--- config.mk ---
export PLATFORM = sky130hd
export DESIGN_NAME = mar_decode
export DESIGN_NICKNAME = d
export VERILOG_FILES = /design/src/mar_stack.v /design/src/mar_decode.v
export VERILOG_INCLUDE_DIRS = /design/src
export SDC_FILE = /design/constraint.sdc
export NUM_CORES = 1
export LEC_CHECK = 0
export ABC_AREA = 0
export ABC_CLOCK_PERIOD_IN_PS = 2700
export BUFFER_PORTS_ARGS = -buffer_cell sky130_fd_sc_hd__buf_4
export CAP_MARGIN = 20
export CORE_ASPECT_RATIO = 0.8
export CORE_UTILIZATION = 35
export CTS_CLUSTER_SIZE = 28
export DETAILED_ROUTE_END_ITERATION = 7
export PLACE_DENSITY_LB_ADDON = 0.2
export SLEW_MARGIN = 20
export SYNTH_ARGS = -nofsm -noshare
export SYNTH_HDL_FRONTEND = slang
export SYNTH_HIERARCHICAL = 1
export SYNTH_SLANG_ARGS = --single-unit
--- constraint.sdc ---
create_clock -name clk_sys -period 2.7 [get_ports clk_sys]
set_clock_uncertainty 0.05 [all_clocks]
set_input_delay 0.27 -clock clk_sys [delete_from_list [all_inputs] [get_ports clk_sys]]
set_output_delay 0.27 -clock clk_sys [all_outputs]
set_load 0.01 [all_outputs]
--- src/mar_map.vh ---
// opcode encodings and field positions for the move and return decoder
// Notes on behaviour
// - file-to-acc move loads W, updates zero flag
// - literal load sets W, flags untouched
// - acc-to-file store writes W to file
// - subroutine return pops stack into PC, two cycles
// - interrupt return pops stack, two cycles, no flags
// - interrupt return sets global interrupt enable
// - return with literal loads W and PC
`ifndef MAR_MAP_VH
`define MAR_MAP_VH
`define MAR_OP_NOP 16'h0000
`define MAR_OP_RET 16'h0040
`define MAR_OP_INTERRUPT_RETURN 16'h0060
`define MAR_OP_RETURN_WITH_LITERAL_HI 8'h18
`define MAR_OP_LDLIT_HI 8'h19
`define MAR_OP_MOVE_MASK 16'h3F80
`define MAR_OP_MOVE_VAL 16'h0800
`define MAR_OP_STORE_VAL 16'h0080
`define MAR_ADDR_LO_MSB 6
`define MAR_ADDR_HI_MSB 15
`define MAR_ADDR_HI_LSB 14
`define MAR_RST_PC 13'h0000
`define MAR_RST_ACC 8'h00
`endif

--- src/mar_stack.v ---
// hardware return stack, flip-flop storage addressed by a pointer
`timescale 1ns/1ps
module mar_stack #(
  parameter DEPTH = 8,
  parameter PW = 3,
  parameter AW = 13
) (
  // clock and reset
  input wire clk_sys,
  input wire rst_b,
  // push and pop
  input wire push,
  input wire [AW-1:0] push_data,
  input wire pop,
  output wire [AW-1:0] top
);
  reg [AW-1:0] mem_q [0:DEPTH-1];
  reg [PW-1:0] ptr_q;
  wire [PW-1:0] ptr_dn;
  integer i;
  assign ptr_dn = ptr_q - {{(PW-1){1'b0}}, 1'b1};
  // circular on overflow, like the small stacks such cores carry
  assign top = mem_q[ptr_dn];
  always @(posedge clk_sys) begin
    if (!rst_b) begin
      ptr_q <= {PW{1'b0}};
      for (i = 0; i < DEPTH; i = i + 1) begin
        mem_q[i] <= {AW{1'b0}};
      end
    end else if (push) begin
      mem_q[ptr_q] <= push_data;
      ptr_q <= ptr_q + {{(PW-1){1'b0}}, 1'b1};
    end else if (pop) begin
      ptr_q <= ptr_dn;
    end
  end
endmodule

--- src/mar_decode.v ---
// decoder and executor for move, literal load, no-op and return opcodes
`timescale 1ns/1ps
`include "mar_map.vh"
module mar_decode #(
  parameter AW = 13,
  parameter DEPTH = 8,
  parameter PW = 3
) (
  // clock and reset
  input wire clk_sys,
  input wire rst_b,
  // instruction fetch
  input wire [15:0] instr,
  output reg [AW-1:0] pc_q,
  // file register port
  output reg [8:0] file_addr_q,
  input wire [7:0] file_rdata,
  output reg [7:0] file_wdata_q,
  output reg file_we_q,
  // core state
  output reg [7:0] acc_q,
  output reg zero_q,
  output reg global_irq_enable_q,
  output reg busy_q,
  // stack push from the call logic elsewhere, and interrupt disable
  input wire call_push,
  input wire [AW-1:0] call_addr,
  input wire irq_disable
);
  localparam S_RUN = 2'b01;
  localparam S_RET = 2'b10;
  reg [1:0] state_q;
  wire [AW-1:0] stack_top;
  wire [8:0] faddr;
  wire [7:0] lit;
  wire is_nop, is_ret, is_interrupt_return, is_return_with_literal, is_ldlit, is_move, is_store, is_pop;
  reg pop_d;

  assign faddr = {instr[`MAR_ADDR_HI_MSB:`MAR_ADDR_HI_LSB], instr[`MAR_ADDR_LO_MSB:0]};
  assign lit = instr[7:0];
  assign is_nop = (instr == `MAR_OP_NOP);
  assign is_ret = (instr == `MAR_OP_RET);
  assign is_interrupt_return = (instr == `MAR_OP_INTERRUPT_RETURN);
  assign is_return_with_literal = (instr[15:8] == `MAR_OP_RETURN_WITH_LITERAL_HI);
  assign is_ldlit = (instr[15:8] == `MAR_OP_LDLIT_HI);
  assign is_move = ((instr & `MAR_OP_MOVE_MASK) == `MAR_OP_MOVE_VAL);
  assign is_store = ((instr & `MAR_OP_MOVE_MASK) == `MAR_OP_STORE_VAL);
  assign is_pop = is_ret | is_interrupt_return | is_return_with_literal;

  mar_stack #(.DEPTH(DEPTH), .PW(PW), .AW(AW)) u_stack (
    .clk_sys(clk_sys),
    .rst_b(rst_b),
    .push(call_push),
    .push_data(call_addr),
    .pop(pop_d),
    .top(stack_top)
  );

  always @* begin
    pop_d = (state_q == S_RET);
  end

  always @(posedge clk_sys) begin
    if (!rst_b) begin
      state_q <= S_RUN;
      pc_q <= `MAR_RST_PC;
      acc_q <= `MAR_RST_ACC;
      zero_q <= 1'b0;
      global_irq_enable_q <= 1'b0;
      busy_q <= 1'b0;
      file_addr_q <= 9'h000;
      file_wdata_q <= 8'h00;
      file_we_q <= 1'b0;
    end else begin
      file_we_q <= 1'b0;
      if (irq_disable) begin
        global_irq_enable_q <= 1'b0;
      end
      case (state_q)
        S_RUN: begin
          if (is_pop) begin
            // second cycle does the pop; pc holds meanwhile
            state_q <= S_RET;
            busy_q <= 1'b1;
            if (is_return_with_literal) begin
              acc_q <= lit;
            end
          end else begin
            pc_q <= pc_q + {{(AW-1){1'b0}}, 1'b1};
            if (is_move) begin
              acc_q <= file_rdata;
              zero_q <= (file_rdata == 8'h00);
            end
            if (is_ldlit) begin
              acc_q <= lit;
            end
            if (is_store) begin
              file_addr_q <= faddr;
              file_wdata_q <= acc_q;
              file_we_q <= 1'b1;
            end
            if (is_nop) begin
              state_q <= S_RUN;
            end
          end
        end
        S_RET: begin
          pc_q <= stack_top;
          state_q <= S_RUN;
          busy_q <= 1'b0;
          if (is_interrupt_return) begin
            global_irq_enable_q <= 1'b1;
          end
        end
        default: begin
          state_q <= S_RUN;
          busy_q <= 1'b0;
        end
      endcase
    end
  end
endmodule

Yosys cells after proc, flatten, opt, wreduce, memory -nomap -nowiden
Memory sizes are Yosys's and may differ from the RTL's.
Cells that the tools add are included.
Word-level totals
  output and inout port bits: 42
  bits in writable memories: 104
  bits of input ports: 41
  ROM bits: 0
  word-level logic and storage cells: 63
  flip-flop bits (word level): 47
  bits in latches: 0
  memories kept: 1
Memories
  u_stack.mem_q: words 8, width 13, read ports 1, clocked after memory_dff 0, wr ports 8, RTL line mar_stack.v:17  | reg [AW-1:0] mem_q [0:DEPTH-1];
Operators by class
  bitwise gates (word level): 5
  reductions and logical operators: 13
  $lt $le $gt $ge: 0
  equality and inequality tests: 10
  add/sub/neg operators: 3
  muxes and demuxes: 21
  shift-type cells: 0
  div/mod/pow operators: 0
  multiply operators: 0
Operators by type and width (number)
  $eq A16 B7 Y1 const B: 2
  $mux W8: 4
  $mux W13: 2
  $pmux W13 S2: 1
  $eq A8 B5 Y1 const B: 2
  $logic_not A16 Y1: 1
  $add A13 B1 Y13 const B: 1
  $reduce_or A13 Y1: 1
  $mux W1: 9
  $mux W3: 3
  $reduce_and A3 Y1: 3
  $logic_not A8 Y1: 1
  $eq A7 B1 Y1 const B: 1
  $eq A7 B5 Y1 const B: 1
  $reduce_bool A2 Y1: 3
  $mux W2: 2
  $ne A2 B2 Y1 const B: 2
  $reduce_and A2 Y1: 2
  $add A3 B1 Y3 const B: 1
  $not A1 Y1: 3
  $reduce_bool A3 Y1: 1
  $reduce_or A3 Y1: 1
  $sub A3 B1 Y3 const B: 1
  $eq A2 B1 Y1 const B: 1
  other kinds (2): 3

Depth between registers and ports, before layout
  depth in word-level cells: 5
  depth in mapped cells: 11
  gate-level depth less buffers: 8

Modules after synthesis
Netlist, hierarchy kept.
By module, submodules not included
  mar_stack: sequential area each 3183.1 µm², cells an instance 392, area each 5158.7 µm², instances 1
  mar_decode: sequential area each 880.8 µm², cells an instance 250, area each 2102.0 µm², instances 1

Worst setup path before layout
No wires, ideal clock.
  path kind: reg-to-reg
  start point: register u_stack.ptr_q[0]
  end point: register pc_q[5]
  cell stages (with the launch flop): 12
  library setup time: 0.123 ns
  data required time: 2.527 ns
  period minus slack after synthesis: 2.520 ns
  arrival: 2.347 ns
  setup slack: 0.180 ns
  buffers on the path: 3
  cell sequence: dfxtp_1 -> inv_4 -> clkbuf_1 -> ha_1 -> buf_4 -> buf_2 -> mux2i_1 -> nand3_1 -> and4_1 -> o21ai_0 -> nor2_1 -> mux2_1
Between the ends
  word-level cells in the longest chain between the ends: 3
Ends and longest elaborated chain
  start, declared: RTL line mar_stack.v:18  | reg [PW-1:0] ptr_q;
  start signal, assigned: RTL line mar_stack.v:26  | ptr_q <= {PW{1'b0}};
  start signal, assigned: RTL line mar_stack.v:32  | ptr_q <= ptr_q + {{(PW-1){1'b0}}, 1'b1};
  start signal, assigned: RTL line mar_stack.v:34  | ptr_q <= ptr_dn;
  $sub A3 B1 Y3: RTL line mar_stack.v:21  | assign ptr_dn = ptr_q - {{(PW-1){1'b0}}, 1'b1};
  $mem_v2 Z8 W13
  via stack_top[5]: RTL line mar_decode.v:33  | wire [AW-1:0] stack_top;
  $pmux W13 S2: RTL line mar_decode.v:79  | case (state_q)
  end signal, assigned: RTL line mar_decode.v:66  | pc_q <= `MAR_RST_PC;
  end signal, assigned: RTL line mar_decode.v:89  | pc_q <= pc_q + {{(AW-1){1'b0}}, 1'b1};
  end signal, assigned: RTL line mar_decode.v:108  | pc_q <= stack_top;
  end, declared: RTL line mar_decode.v:14  | output reg [AW-1:0] pc_q,
The timed path passes the listed nets, and every way through them passes these cells.
A chain may end at the register's enable or synchronous reset.

Worst setup path in the final report
  start point: register u_stack.ptr_q[1]
  end point: register pc_q[7]
The elaborated chain is that of the path after synthesis.

==> run metrics <==
outcome completed; max-slew violations 0; TritonCTS clock tree built; initial antenna violation count 0; port buffer count 82; RSZ-0062 raised after global routing false; number of global-route vias before repair 4977; vias 5180; Final Hold Fails 0; fin crit share 88.7%; First DRT Iteration DRCs 324; clock sink count 151; first-pass GRT wire length 29100 um; Slew Limit Headroom 50.8%; Die X-Extent 163 um; Tot Pwr 5.79 mW; TritonCTS Buffers 17; CORE AREA 0.0201 sq mm; critical-path cell list inv_1 > ha_2 > buf_4 > mux2i_1 > nand3_1 > and4_1 > o21ai_0 > a31oi_1; Die Span Y 131 um; clock-pin slew on the worst setup and hold paths 0.06 ns; Area Overhead vs Synth 22.3%; FF-to-FF Start u_stack/ptr_q[1]; Post-CTS Hold Buffers 0; Async SR Flop Fraction 0%; Synth Instances 642; Setup violations, final 0; PwrDens 652 mW/mm^2; grt total ovfl 0; Via density 5.11; Yosys reg bits 151; Root Driver clkbuf_16; post-detail-place hpwl 13400 um; Synth cell types 57; Post-CTS Resized 0; leading cell type in the layout, fill and taps excluded buf_4; Cell Area, Synth 0.00726 sq mm; DR pass1 iterations 5; clk_lat worst skew 0.43 ns; Crit Path Category reg2reg; crit path from u_stack/ptr_q[1]; die area 0.0213 sq mm; post-layout min period 2.40 ns; largest net degree at the start of global routing 36; H-tree levels 4; max incr delay on CP 0.47 ns; ANT cells 0; Routed Antenna Nets 0; WP data required 2.96 ns; worst min-delay path category in2reg; critical path peak fanout 23; Layout Nets 781; leakage power 3.36 nW; Crit path arrival time 2.65 ns; Post-route DRC 0; GPL Wtd Cong 0.859; Max Root-Sink Buffers 2; proportion of layout cells with a drive suffix above 1 21.6%; post-CTS setup buffers 0; worst-margin pin slew 0.736 ns; setup TNS 0 ns; detailed-route wire length 19000 um; most frequent cells in the layout buf_4 (112), and2_1 (108), edfxtp_1 (104), mux2i_1 (61), nand3_1 (60); nature of the critical path endpoint flip-flop; I/O pin cnt 83; row count 46; total of warnings raised by yosys 6; sequential area share after synthesis 56.0%; Hold Startpoint instr[15]; maximum vdd drop 0.569 mV; MaxCap Viol Count 0; Worst Setup Start Kind flip-flop; Mapped Nets 686; Initial Utilization 36.1%; Avg Cell Area, Syn 11.3 sq um; Post-synth EDFFs 104; DR WL/cell 18.8 um; Synth Flop Type edfxtp_1; f_max 0.417 GHz; GRT Resource Usage Total 18.5%; slowest stage cell, crit path ha_2
-- flip-flops by register name, indices dropped and copies added, names as in the netlist, 2 cells and up --
signal and flops:
u_stack/mem_q 104, pc_q 13, file_addr_q 9, acc_q 8
file_wdata_q 8, u_stack/ptr_q 3, state_q 2
-- path summary, 6_finish.rpt --
kind	cells after the start	slack, ns	endpoint
worst min-delay path	3	0.06	file_addr_q[8]
worst max register to register	8	0.30	pc_q[7]
worst min register to register	2	0.42	file_wdata_q[6]
worst max-delay path	8	0.30	pc_q[7]
-- through the flow --
stage	cells	cell area [sq um]	util, %	worst slack, ns	hold WS (ns)
detailed placement	982	8250	41.1	0.323	0.409
global placement	982	8250	41.1	0.404	0.405
finish	1014	8880	44.2	0.304	0.0628
floorplan	642	7260	-	0.180	0.365
global route	1014	8880	44.2	0.158	0.0567
CTS	1014	8880	44.2	0.311	0.0472
-- synth_stat cells, drive strengths merged, types with 3 or more instances --
| cell | count | area (sq um) |
|---|---|---|
| nand2 | 43 | 161 |
| dfxtp | 47 | 941 |
| ha | 3 | 37.5 |
| a31oi | 4 | 25.0 |
| edfxtp | 104 | 3120 |
| and4 | 13 | 114 |
| or3 | 6 | 42.5 |
| clkbuf | 11 | 41.3 |
| a211oi | 3 | 22.5 |
| and2 | 108 | 676 |
| inv | 9 | 36.3 |
| nor4 | 3 | 18.8 |
| mux2i | 61 | 611 |
| nor2b | 3 | 18.8 |
| nand3 | 61 | 310 |
| nor3 | 17 | 100 |
| and3 | 5 | 31.3 |
| a21oi | 11 | 55.1 |
| a21boi | 17 | 128 |
| buf | 26 | 164 |
| nor2 | 17 | 63.8 |
| nand2b | 7 | 43.8 |
| o21ai | 32 | 175 |
| xnor2 | 3 | 33.8 |
-- metal layers --
metal,vias to the layer above,GRT usage [%],share of wire [%]
li1,2519,-,-
met1,2533,25.4,47
met2,106,29.0,47
met3,22,4.48,4.1
met4,0,5.77,1.4
met5,-,0,0
-- critical path, delay by kind of cell, from the launching register on --
family	cells	cell delay, ns
adders and majority gates	1	0.47
buffers and inverters	2	0.46
DFF	1	0.40
and+or+nand+nor	2	0.33
muxes	1	0.29
AOI/OAI and AO/OA	2	0.26
-- cell families after synthesis --
| group | after synthesis | share of synthesized area, % |
|---|---|---|
| xor gates and xnor gates | 5 | 0.965 |
| buffers and inverters | 46 | 3.33 |
| adders and majority gates | 3 | 0.517 |
| DFF | 151 | 56.0 |
| muxes | 63 | 8.72 |
| AOI/OAI and AO/OA | 78 | 7.20 |
| and+or+nand+nor | 296 | 23.3 |
-- report_power, final --
part	internal (mW)	switching [mW]	total, mW	leakage [nW]
Sequential	2.55	0.0341	2.59	1.46
Combinational	0.282	0.386	0.668	1.60
Clock	1.55	0.979	2.53	0.305
Total	4.39	1.40	5.79	3.36
-- cell type report --
class | count | area, sq um
flip-flops and latches | 151 | 4060
well taps | 264 | 330
clock buffers | 18 | 429
multi-input cells | 445 | 2960
inverters | 9 | 36.3
repair buffers | 113 | 861
fillers | 1879 | 11200
clock inverters | 14 | 200
Note: power is estimated with default switching activity, not from simulation.
